### config.mk
export PLATFORM = sky130hd
export DESIGN_NAME = swa_link
export DESIGN_NICKNAME = d
export VERILOG_FILES = /design/src/swa_pkg.sv /design/src/swa_mem.sv /design/src/swa_link.sv
export SDC_FILE = /design/constraint.sdc
export NUM_CORES = 2
export LEC_CHECK = 0
export BUFFER_PORTS_ARGS = -buffer_cell sky130_fd_sc_hd__clkbuf_2
export CAP_MARGIN = 20
export CELL_PAD_IN_SITES_DETAIL_PLACEMENT = 0
export CELL_PAD_IN_SITES_GLOBAL_PLACEMENT = 2
export CORE_MARGIN = 2
export CORE_UTILIZATION = 45
export DETAILED_ROUTE_END_ITERATION = 7
export HOLD_SLACK_MARGIN = 0.1
export PLACE_DENSITY_LB_ADDON = 0.15
export REMOVE_ABC_BUFFERS = 1
export SLEW_MARGIN = 10
export SYNTH_ARGS = -nofsm -noshare
export SYNTH_HDL_FRONTEND = slang
export SYNTH_SLANG_ARGS = --single-unit
### constraint.sdc
create_clock -name core_clk -period 5.05 [get_ports core_clk]
set_input_delay 0.505 -clock core_clk [delete_from_list [all_inputs] [get_ports core_clk]]
set_output_delay 0.505 -clock core_clk [all_outputs]
set_load 0.005 [all_outputs]
### src/swa_pkg.sv
package swa_pkg;

	// ------------------------------------------------------------
	// Clock and timing
	// ------------------------------------------------------------
	localparam int CLK_PERIOD_NS = 25;
	localparam int T_SAMPLE_NS   = 30000;
	localparam int T_PDH_NS      = 30000;
	localparam int T_PDL_NS      = 60000;
	localparam int T_ABORT_NS    = 120000;
	localparam int T_RST_NS      = 480000;

	// Least times round up to whole cycles.
	function automatic int ns_to_cyc(input int ns);
		return (ns + CLK_PERIOD_NS - 1) / CLK_PERIOD_NS;
	endfunction

	localparam int TMR_W = 13;
	localparam logic [TMR_W-1:0] SAMPLE_CYC   = TMR_W'(ns_to_cyc(T_SAMPLE_NS));
	localparam logic [TMR_W-1:0] PDH_CYC      = TMR_W'(ns_to_cyc(T_PDH_NS));
	localparam logic [TMR_W-1:0] PDL_CYC      = TMR_W'(ns_to_cyc(T_PDL_NS));
	localparam logic [TMR_W-1:0] PRES_END     = TMR_W'(PDH_CYC + PDL_CYC);
	localparam int               ABORT_CYC_DEF = ns_to_cyc(T_ABORT_NS);
	localparam int               RST_CYC_DEF   = ns_to_cyc(T_RST_NS);

	// ------------------------------------------------------------
	// Commands and memory layout
	// ------------------------------------------------------------
	localparam logic [7:0] CMD_READ_ROM = 8'h33;
	localparam logic [7:0] CMD_SKIP_ROM = 8'hcc;
	localparam logic [7:0] CMD_RD_MEM   = 8'hf0;
	localparam logic [7:0] CMD_RD_CRC   = 8'hc3;
	localparam logic [7:0] CMD_RD_STAT  = 8'haa;
	localparam logic [7:0] CMD_WR_MEM   = 8'h0f;
	localparam logic [7:0] CMD_WR_STAT  = 8'h55;

	localparam int         MEM_BYTES  = 128;
	localparam int         STAT_BYTES = 8;
	localparam int         MEM_AW     = 8;
	localparam logic [4:0] PAGE_LAST  = 5'h1f;
	localparam logic [2:0] STAT_LAST  = 3'h7;
	localparam logic [2:0] ROM_LAST   = 3'h7;
	localparam logic [2:0] BIT_LAST   = 3'h7;
	localparam logic [7:0] CRC_TAPS   = 8'h8c;
	localparam logic [7:0] CRC_INIT   = 8'h00;

	// ------------------------------------------------------------
	// Link phases
	// ------------------------------------------------------------
	typedef enum logic [9:0] {
		P_HALT   = 10'h001,
		P_PRES   = 10'h002,
		P_ROMCMD = 10'h004,
		P_ROMTX  = 10'h008,
		P_CMD    = 10'h010,
		P_ADDRLO = 10'h020,
		P_ADDRHI = 10'h040,
		P_CRCTX  = 10'h080,
		P_DATATX = 10'h100,
		P_DATARX = 10'h200
	} swa_phase_e;

	// One slot of the reflected x^8 + x^5 + x^4 + 1 generator.
	function automatic logic [7:0] crc_bit(input logic [7:0] c, input logic b);
		return {1'b0, c[7:1]} ^ ((c[0] ^ b) ? CRC_TAPS : 8'h00);
	endfunction

	function automatic logic [7:0] crc_rom(input logic [55:0] d);
		logic [7:0] c;
		c = CRC_INIT;
		for (int i = 0; i < 56; i++) begin
			c = crc_bit(c, d[i]);
		end
		return c;
	endfunction

endpackage

### src/swa_mem.sv
`timescale 1ns/100ps
`default_nettype none

module swa_mem #(
	parameter int DW    = 8,
	parameter int DEPTH = 136,
	parameter int AW    = 8
) (
	// Clock
	input  wire logic          core_clk,
	// Write port
	input  wire logic          wr_en,
	input  wire logic [AW-1:0] wr_addr,
	input  wire logic [DW-1:0] wr_data,
	// Read port
	input  wire logic [AW-1:0] rd_addr,
	output logic      [DW-1:0] rd_data
);

	logic [DW-1:0] mem [DEPTH];

	if (DEPTH > (1 << AW) || DW < 1) begin : g_chk
		$error("swa_mem: depth does not fit the address width.");
	end

	// Erased cells read as all ones, as an unprogrammed array would.
	initial begin
		for (int i = 0; i < DEPTH; i++) begin
			mem[i] = '1;
		end
	end

	always_ff @(posedge core_clk) begin
		if (wr_en) begin
			mem[wr_addr] <= wr_data;
		end
		rd_data <= mem[rd_addr];
	end

endmodule

`default_nettype wire

### src/swa_link.sv
// Functional notes
// - After the strobe the host owns the line in a write slot and the device in a read slot.
// - A low longer than 120 us may reset the device, so it abandons any transaction.
// - A low longer than 480 us resets the device, which then answers with a ready pulse.
// - In a read slot the device pulls the line low for a zero and leaves it released for a one.
// - A high line is idle, and a transaction may pause there and resume at any later time.
// - The top byte of the 64-bit identity ROM is the CRC of its lower 56 bits.
// - Every CRC on the link uses the generator x^8 + x^5 + x^4 + 1.
// - Write commands return a CRC over the received command, address and data bytes.
// - Read commands return a CRC over the received command and address bytes.
// - Page reads append a CRC after each page, and status reads one over the status field.
// - A CRC mismatch never stops or blocks the device's command sequence.
`timescale 1ns/100ps
`default_nettype none

module swa_link #(
	parameter logic [55:0] ROM_ID    = 56'h00_0000_0001_0001,
	parameter int          RST_CYC   = swa_pkg::RST_CYC_DEF,
	parameter int          ABORT_CYC = swa_pkg::ABORT_CYC_DEF
) (
	// Clock and reset
	input  wire logic core_clk,
	input  wire logic srst,
	// Single-wire data line
	input  wire logic dq_in,
	output logic      dq_out,
	output logic      dq_oe,
	// Status
	output logic      bus_reset_pulse
);
	import swa_pkg::*;

	// ------------------------------------------------------------
	// Constants and checks
	// ------------------------------------------------------------
	localparam int          LOW_W     = $clog2(RST_CYC + 2);
	localparam logic [63:0] ROM_IMAGE = {crc_rom(ROM_ID), ROM_ID};
	localparam logic [LOW_W-1:0] RST_LIM   = LOW_W'(RST_CYC);
	localparam logic [LOW_W-1:0] ABORT_LIM = LOW_W'(ABORT_CYC);

	if (ABORT_CYC < 1 || ABORT_CYC >= RST_CYC) begin : g_chk
		$error("swa_link: abort time must be shorter than reset time.");
	end

	// Status bytes sit behind the main array in the same memory.
	function automatic logic [MEM_AW-1:0] mem_index(input logic [7:0] cmd,
			input logic [15:0] addr);
		if (cmd == CMD_RD_STAT || cmd == CMD_WR_STAT) begin
			return MEM_AW'(MEM_BYTES) + MEM_AW'(addr[2:0]);
		end
		return {1'b0, addr[6:0]};
	endfunction

	// ------------------------------------------------------------
	// State
	// ------------------------------------------------------------
	swa_phase_e       phase_r, phase_nxt;
	logic             dq_q_r, dq_q_nxt;
	logic [LOW_W-1:0] low_r, low_nxt;
	logic [TMR_W-1:0] tmr_r, tmr_nxt;
	logic [7:0]       shreg_r, shreg_nxt;
	logic [7:0]       crc_r, crc_nxt;
	logic [2:0]       bit_r, bit_nxt;
	logic [2:0]       rom_r, rom_nxt;
	logic [7:0]       cmd_r, cmd_nxt;
	logic [15:0]      addr_r, addr_nxt;
	logic             ld_r, ld_nxt;
	logic             oe_r, oe_nxt;
	logic             rst_ev_r, rst_ev_nxt;

	logic             fall, rise, tx_mode, rx_mode, crc_hold, bit_ev, byte_ev, slot_bit;
	logic [7:0]       rx_byte, crc_upd, rd_data;
	logic             wr_en;

	assign dq_out          = 1'b0;
	assign dq_oe           = oe_r;
	assign bus_reset_pulse = rst_ev_r;

	swa_mem #(
		.DW    (8),
		.DEPTH (MEM_BYTES + STAT_BYTES),
		.AW    (MEM_AW)
	) u_mem (
		.core_clk (core_clk),
		.wr_en    (wr_en),
		.wr_addr  (mem_index(cmd_r, addr_r)),
		.wr_data  (rx_byte),
		.rd_addr  (mem_index(cmd_nxt, addr_nxt)),
		.rd_data  (rd_data)
	);

	// ------------------------------------------------------------
	// Slot decode
	// ------------------------------------------------------------
	always_comb begin
		fall     = dq_q_r & ~dq_in;
		rise     = ~dq_q_r & dq_in;
		tx_mode  = phase_r inside {P_ROMTX, P_CRCTX, P_DATATX};
		rx_mode  = phase_r inside {P_ROMCMD, P_CMD, P_ADDRLO, P_ADDRHI, P_DATARX};
		crc_hold = (phase_r == P_CRCTX);
		bit_ev   = (tx_mode | rx_mode) && (tmr_r == SAMPLE_CYC - 1'b1);
		byte_ev  = bit_ev && (bit_r == BIT_LAST);
		slot_bit = tx_mode ? shreg_r[0] : dq_in;
		rx_byte  = {dq_in, shreg_r[7:1]};
		crc_upd  = crc_hold ? crc_r : crc_bit(crc_r, slot_bit);
		wr_en    = byte_ev && (phase_r == P_DATARX);
	end

	// ------------------------------------------------------------
	// Link engine
	// ------------------------------------------------------------
	always_comb begin
		phase_nxt  = phase_r;
		dq_q_nxt   = dq_in;
		// Our own ready pulse is not a host low, so it never counts toward a reset.
		low_nxt    = (dq_in || phase_r == P_PRES) ? '0 : (low_r == '1 ? low_r : low_r + 1'b1);
		tmr_nxt    = tmr_r;
		shreg_nxt  = shreg_r;
		crc_nxt    = crc_r;
		bit_nxt    = bit_r;
		rom_nxt    = rom_r;
		cmd_nxt    = cmd_r;
		addr_nxt   = addr_r;
		ld_nxt     = 1'b0;
		rst_ev_nxt = 1'b0;

		// Slot timer starts at each host fall and parks at the sample point,
		// so outside the ready pulse an idle line leaves every counter and phase untouched.
		if (phase_r == P_PRES) begin
			tmr_nxt = tmr_r + 1'b1;
		end else if (fall) begin
			tmr_nxt = TMR_W'(1);
		end else if (tmr_r != '0 && tmr_r != SAMPLE_CYC) begin
			tmr_nxt = tmr_r + 1'b1;
		end

		if (ld_r) begin
			shreg_nxt = rd_data;
		end

		if (bit_ev) begin
			bit_nxt   = bit_r + 1'b1;
			crc_nxt   = crc_upd;
			shreg_nxt = tx_mode ? {1'b1, shreg_r[7:1]} : rx_byte;
		end

		if (byte_ev) begin
			unique case (phase_r)
				P_ROMCMD: begin
					crc_nxt = CRC_INIT;
					if (rx_byte == CMD_READ_ROM) begin
						phase_nxt = P_ROMTX;
						rom_nxt   = '0;
						shreg_nxt = ROM_IMAGE[7:0];
					end else if (rx_byte == CMD_SKIP_ROM) begin
						phase_nxt = P_CMD;
					end else begin
						phase_nxt = P_HALT;
					end
				end
				P_ROMTX: begin
					rom_nxt = rom_r + 1'b1;
					shreg_nxt = ROM_IMAGE[{rom_nxt, 3'b000} +: 8];
					if (rom_r == ROM_LAST) begin
						phase_nxt = P_CMD;
						crc_nxt   = CRC_INIT;
					end
				end
				P_CMD: begin
					cmd_nxt = rx_byte;
					phase_nxt = (rx_byte inside {CMD_RD_MEM, CMD_RD_CRC, CMD_RD_STAT,
						CMD_WR_MEM, CMD_WR_STAT}) ? P_ADDRLO : P_HALT;
				end
				P_ADDRLO: begin
					addr_nxt[7:0] = rx_byte;
					phase_nxt     = P_ADDRHI;
				end
				P_ADDRHI: begin
					addr_nxt[15:8] = rx_byte;
					if (cmd_r == CMD_WR_MEM || cmd_r == CMD_WR_STAT) begin
						phase_nxt = P_DATARX;
					end else begin
						phase_nxt = P_CRCTX;
						shreg_nxt = crc_upd;
					end
				end
				P_CRCTX: begin
					// The sequence moves on whatever the host made of the CRC.
					crc_nxt = CRC_INIT;
					if (cmd_r == CMD_WR_MEM || cmd_r == CMD_WR_STAT) begin
						phase_nxt = P_DATARX;
						addr_nxt  = addr_r + 1'b1;
					end else begin
						phase_nxt = P_DATATX;
						ld_nxt    = 1'b1;
					end
				end
				P_DATATX: begin
					addr_nxt = addr_r + 1'b1;
					if ((cmd_r == CMD_RD_CRC && addr_r[4:0] == PAGE_LAST) ||
						(cmd_r == CMD_RD_STAT && addr_r[2:0] == STAT_LAST)) begin
						phase_nxt = P_CRCTX;
						shreg_nxt = crc_upd;
					end else begin
						ld_nxt = 1'b1;
					end
				end
				P_DATARX: begin
					phase_nxt = P_CRCTX;
					shreg_nxt = crc_upd;
				end
				default: begin
					phase_nxt = P_HALT;
				end
			endcase
		end

		// Ready pulse: recovery gap, then a fixed low, then the ROM command.
		if (phase_r == P_PRES && tmr_r == PRES_END) begin
			phase_nxt = P_ROMCMD;
			bit_nxt   = '0;
			crc_nxt   = CRC_INIT;
			tmr_nxt   = '0;
		end

		// Our own ready pulse must not count as a host abort.
		if (rise && low_r > RST_LIM) begin
			phase_nxt  = P_PRES;
			tmr_nxt    = '0;
			rst_ev_nxt = 1'b1;
		end else if (!dq_in && low_r > ABORT_LIM && phase_r != P_PRES) begin
			phase_nxt = P_HALT;
		end

		// The device drives only in its own read slots and in the ready pulse.
		if (phase_r == P_PRES) begin
			oe_nxt = (tmr_r >= PDH_CYC) && (tmr_r < PRES_END);
		end else begin
			oe_nxt = tx_mode && !shreg_r[0] && !bit_ev &&
				(fall || (tmr_r != '0 && tmr_r < SAMPLE_CYC));
		end
	end

	always_ff @(posedge core_clk) begin
		if (srst) begin
			phase_r  <= P_HALT;
			dq_q_r   <= 1'b1;
			low_r    <= '0;
			tmr_r    <= '0;
			shreg_r  <= '0;
			crc_r    <= CRC_INIT;
			bit_r    <= '0;
			rom_r    <= '0;
			cmd_r    <= '0;
			addr_r   <= '0;
			ld_r     <= 1'b0;
			oe_r     <= 1'b0;
			rst_ev_r <= 1'b0;
		end else begin
			phase_r  <= phase_nxt;
			dq_q_r   <= dq_q_nxt;
			low_r    <= low_nxt;
			tmr_r    <= tmr_nxt;
			shreg_r  <= shreg_nxt;
			crc_r    <= crc_nxt;
			bit_r    <= bit_nxt;
			rom_r    <= rom_nxt;
			cmd_r    <= cmd_nxt;
			addr_r   <= addr_nxt;
			ld_r     <= ld_nxt;
			oe_r     <= oe_nxt;
			rst_ev_r <= rst_ev_nxt;
		end
	end
endmodule

`default_nettype wire

# After elaboration in Yosys (flattened, before gate mapping)
# Memories as Yosys holds them, arrays and structs flattened. A register that Yosys moved wholly into a read port is not among the register bits.
# Index checks and enable logic that the tools add are counted.
word_totals:
  input_bits: 3
  n_memories: 1
  mem_bits_rw: 1088
  ff_bits: 88
op_classes:
  mux: 51
  n_addsub: 7
  magnitude_cmp: 5
  n_bitwise: 8
  reduce_logical: 47
  shifts: 1
  eq_ne: 39
memory_table:
  columns: ["name", "depth", "width", "rd", "rd_clocked_by_memory_dff", "write_ports", "line", "text"]
  rows:
  - ["u_mem.mem", 136, 8, 1, 1, 1, "swa_mem.sv:20", "logic [DW-1:0] mem [DEPTH];"]
ops:
  columns: ["op", "n"]
  rows:
  - ["$mux 8", 18]
  - ["$pmux 10 s8", 1]
  - ["$shiftx 64x7->8 const A", 1]
  - ["$eq 8x8->1 const B", 7]
  - ["$pmux 8 s3", 2]
  - ["$mux 10", 4]
  - ["$pmux 8 s5", 1]
  - ["$mux 13", 3]
  - ["$eq 8x7->1 const B", 3]
  - ["$reduce_and 3->1", 6]
  - ["$add 16x1->16 const B", 1]
  - ["$add 8x3->8 const A", 2]
  - ["$eq 8x4->1 const B", 2]
  - ["$mux 16", 1]
  - ["$pmux 8 s2", 1]
  - ["$add 15x1->15 const B", 1]
  - ["$eq 15x15->1 const B", 1]
  - ["$gt 15x13->1 const B", 1]
  - ["$gt 15x15->1 const B", 1]
  - ["$logic_and 1x1->1", 15]
  - ["$add 13x1->13 const B", 1]
  - ["$eq 13x11->1 const B", 1]
  - ["$eq 13x12->1 const B", 1]
  - ["$ge 13x11->1 const B", 1]
  - ["other kinds (43)", 82]

# Depth between registers and ports, before layout
depth:
  word_depth: 11
  mapped_depth: 17
  mapped_depth_nobuf: 13

# Cells and area by module
# A second synthesis with hierarchy kept.
hier_totals:
  cells_unflattened: 2823
  hier_area_um2: 48139.9
modules_own_cells:
  columns: ["mod", "cells_each", "seq_area_each_um2", "area_each_um2", "instances"]
  rows:
  - ["swa_mem", 2254, 32831.5, 43356.6, 1]
  - ["swa_link", 569, 1581.5, 4783.3, 1]

# Worst setup path before layout
# Ideal clock, no wire load.
synth_timing:
  path_type: "register -> register"
  startpoint: "register shreg_r[5]"
  endpoint: "register u_mem.rd_data[5], read port of u_mem.mem"
  required_time_ps: 4906
  setup_time_ps: 144
  n_path_buf: 3
  path_stages_with_launch: 13
  setup_slack_ps: 393
  period_less_slack_ps: 4657
  arrival_time_ps: 4514
  path_cell_list: "dfxtp_1 clkbuf_1 nor4bb_1 nand2b_1 o21a_1 mux2_2 buf_2 o21ai_1 clkbuf_1 nor4_1 a2111o_1 o221ai_1 a32oi_1"
synth_via:
  elab_chain_len: 6
  word_cells_on_any_way: 9
  cone_classes: "2 x eq/ne; 6 x mux; 1 x reduce/logical"
synth_lines:
  columns: ["element", "line", "text"]
  rows:
  - ["from (decl)", "swa_link.sv:61", "logic [7:0] shreg_r, shreg_nxt;"]
  - ["from (signal assigned)", "swa_link.sv:264", "shreg_r <= shreg_nxt;"]
  - ["$mux 8", "swa_link.sv:148", "unique case (phase_r)"]
  - ["$mux 8", "swa_link.sv:147", "if (byte_ev) begin"]
  - ["$eq 8x8->1 / $eq 8x7->1 (equally long branches)", "swa_link.sv:48", "if (cmd == CMD_RD_STAT || cmd == CMD_WR_STAT) begin"]
  - ["$logic_or 1x1->1", "swa_link.sv:48", null]
  - ["$mux 1", "swa_link.sv:48", null]
  - ["$mux 8 (*)", "swa_link.sv:51", "return {1'b0, addr[6:0]};"]
  - ["to (decl)", "swa_mem.sv:17", "output logic [DW-1:0] rd_data"]
# Mark *: on every way between the ends. The rest lies on a longest branch, timed or not.
# A chain may end at the register's enable or synchronous reset.

# Worst setup path after layout
layout_timing:
  startpoint: "register phase_r[1]"
  endpoint: "register u_mem.rd_data[3], read port of u_mem.mem"
layout_via:
  elab_chain_len: 10
  word_cells_on_any_way: 24
  cone_classes: "1 x add/sub; 10 x eq/ne; 7 x mux; 1 x bitwise; 5 x reduce/logical"
layout_lines:
  columns: ["element", "line", "text"]
  rows:
  - ["from (decl)", "swa_link.sv:57", "swa_phase_e phase_r, phase_nxt;"]
  - ["from (signal assigned)", "swa_link.sv:260", "phase_r <= phase_nxt;"]
  - ["branches (longest 9 deep; another with $add 8x3->8)", null, null]
  - ["$mux 8 (*)", "swa_link.sv:51", null]
# Every way passes the cells marked *. The select of a mux whose other input is x is not followed.

==> flow_metrics.py <==
metrics = {
    "routing": {
        "wire_per_inst_um": 26.4,
        "vias": 33105,
        "routed_wl_mm": 146,
        "vias_per_cell": 5.98,
        "first_pass_iters": 5,
        "ant_nets": 0,
        "drc": 0,
        "drt_iter0_drc": 3492,
    },
    "floorplanning": {
        "dieArea_sq_mm": 0.112,
        "fp.dieH_um": 335,
        "die_w_um": 335,
        "ios": 6,
        "initial_core_util_pct": 45.4,
        "row_count": 121,
        "coreArea_sq_mm": 0.109,
    },
    "sta": {
        "max-slew-margin-rel_pct": 28.7,
        "setup_viol": 0,
        "worstMarginPinSlew_ns": 1.07,
        "final-hold-violation-count": 0,
        "period_needed_ns": 4.81,
        "fin_crit_sh_pct": 95.3,
        "max_freq_ghz": 0.208,
        "slew_violations": 0,
        "whs_ns": 0.280,
        "rsz0062_at_grt": "no",
        "fin_skew_ns": 0.0307,
    },
    "synth": {
        "synthXorXnorAreaFrac_pct": 0.532,
        "synth_ff_type": "edfxtp_1",
        "synthMuxAreaShare_pct": 3.07,
        "synth_cells": 3891,
        "synth_top_family_by_area": "simple AND/OR/NAND/NOR gates",
        "async_reset_ff_share_pct": 0,
        "avgSynthCellArea_sq_um": 12.7,
        "yosysWarnings": 0,
        "synth_simple_gate_area_share_pct": 14.4,
        "synthesis.area_sq_mm": 0.0494,
        "synth_cell_types": 82,
        "synth_compound_area_share_pct": 9.29,
        "synth_fa_ha_area_share_pct": 0.380,
        "synth-edff-count": 1088,
        "ys_seq_elements": 1175,
        "yosysSeqAreaShare_pct": 69.7,
    },
    "finish": {
        "drive_above_1_share_pct": 12.4,
        "fin_nets": 4033,
        "syn2layout_area_growth_pct": 14.4,
        "final_area_sq_mm": 0.0565,
        "final_cell_mix": "edfxtp_1 (1088), nand2_1 (752), nand3_1 (288)",
        "post-route-util_pct": 51.9,
        "mostFrequentLayoutCell": "edfxtp_1",
    },
    "clock_network": {
        "insertion_delay_ns": 0.73,
        "cts_tree": "yes",
        "cts_resized": 0,
        "cts_buffers": 121,
        "clock-sinks": 1175,
        "htree_levels": 3,
        "root_buffer": "clkbuf_16",
        "cts.hold.buffers_added": 0,
        "clockBufferDepth": 3,
        "postCtsSetupBuffers": 0,
        "clk_pin_slew_ns": 0.07,
    },
    "worst_setup_path": {
        "end_kind": "register",
        "worst-path-max-fanout": 73,
        "worstPathRequired_ns": 5.61,
        "cp-start-kind": "register",
        "worstSetupPathType": "register to register",
        "cp_data_arrival_time_ns": 5.37,
    },
    "grt": {
        "grt_max_degree": 113,
        "grt_pass1_vias": 32297,
        "grt_overflow": 0,
        "grt_use_total_pct": 25.7,
        "grt_pass1_wl_mm": 216,
        "grt_antenna_before_repair": 0,
    },
    "run_status": {
        "outcome": "completed",
    },
    "power_and_ir_drop": {
        "powerDensity_mw_per_mm2": 353,
        "ir_worst_vdd_v": 0.000323,
        "p_leak_nw": 19.0,
        "p_total_mw": 19.9,
    },
    "placement": {
        "numPortBuffers": 4,
        "hpwl_mm": 93.0,
        "place_congestion": 0.895,
        "dpl-instance-area_sq_mm": 0.0522,
    },
    "min_path": {
        "hp-class": "input port to register",
    },
    "flow_run": {
        "drv_cap": 0,
    },
}
worst max-delay path, cell delays in order (launching register included):
cell,delay (ns)
dfxtp_1,0.40
or4_1,0.63
nor4_2,0.51
o221ai_2,0.38
a22oi_2,0.33
buf_12,0.22
buf_12,0.32
nand2_1,0.39
o221ai_1,0.54
a21oi_1,0.08
nor3_1,0.67
nor4_2,0.09
cell usage after synthesis (all sizes together) (17+ instances only):
master	number	area share (%)
edfxtp	1088	66
nand2	755	5.7
nand3	288	2.9
nor2	247	1.9
buf	160	1.7
mux2i	143	2.9
a21oi	121	1.2
a31oi	112	1.4
clkbuf	107	0.82
and3	104	1.3
dfxtp	87	3.5
o221ai	86	1.5
o21ai	85	0.87
a211oi	67	1.0
o22ai	45	0.57
nand4	30	0.38
a22oi	29	0.46
nor4	28	0.50
a32oi	23	0.42
nor3	20	0.21
inv	17	0.13
xor2	17	0.30
sequential cells by signal (all words and copies together), names as in the netlist, 8 cells and up:
| register | cells |
|---|---|
| tmr_r | 13 |
| low_r | 15 |
| shreg_r | 8 |
| crc_r | 8 |
| u_mem.mem | 1088 |
| u_mem.rd_data | 8 |
| phase_r | 10 |
| cmd_r | 8 |
worst paths after layout:
kind | startpoint | to | slack (ns) | cells past startpoint
worst max register to register | phase_r[1] | u_mem.rd_data[3] | 0.24 | 11
worst max-delay path | phase_r[1] | u_mem.rd_data[3] | 0.24 | 11
worst min-delay path | dq_in | dq_q_r | 0.28 | 2
worst min register to register | bit_r[2] | bit_r[2] | 0.46 | 2
power by group:
| part | switching, mW | total [mW] | leakage, nW | internal (mW) |
|---|---|---|---|---|
| combinational | 0.0542 | 0.0724 | 7.16 | 0.0181 |
| sequential | 0.00384 | 10.5 | 9.85 | 10.5 |
| clock | 3.83 | 9.38 | 2.02 | 5.55 |
metal layers:
layer	global-route usage (%)	vias to the layer above	routed length (um)
li1	-	14978	-
met1	35.6	16640	61700
met2	42.1	1246	70200
met3	3.42	241	9290
met4	8.48	0	4850
met5	0	-	0
area by class of cell:
type | instances | area (sq um)
clock inverters | 92 | 1080
fillers | 9091 | 52400
flip-flops and latches | 1175 | 34400
inverters | 17 | 63.8
repair buffers | 268 | 2290
diodes | 1 | 2.50
clock buffers | 136 | 3110
multi-input cells | 2432 | 13700
well taps | 1414 | 1770
cell families after synthesis:
kind of cell               count (synthesis)
muxes                                    150
adders and majority gates                 15
other                                      1
xor gates and xnor gates                  30
AOI/OAI and AO/OA                        672
buffers and inverters                    284
and+or+nand+nor                         1564
DFF                                     1175
through the flow:
stage | setup TNS, ns | cells | setup WS [ns]
floorplan | -53.26 | 3624 | -6.51
global placement | 0 | 5304 | 0.299
detailed placement | 0 | 5304 | 0.267
CTS | 0 | 5532 | 0.217
global route | 0 | 5534 | 0.0418
finish | 0 | 5535 | 0.239
No activity file was read; power rests on OpenSTA's default activity.
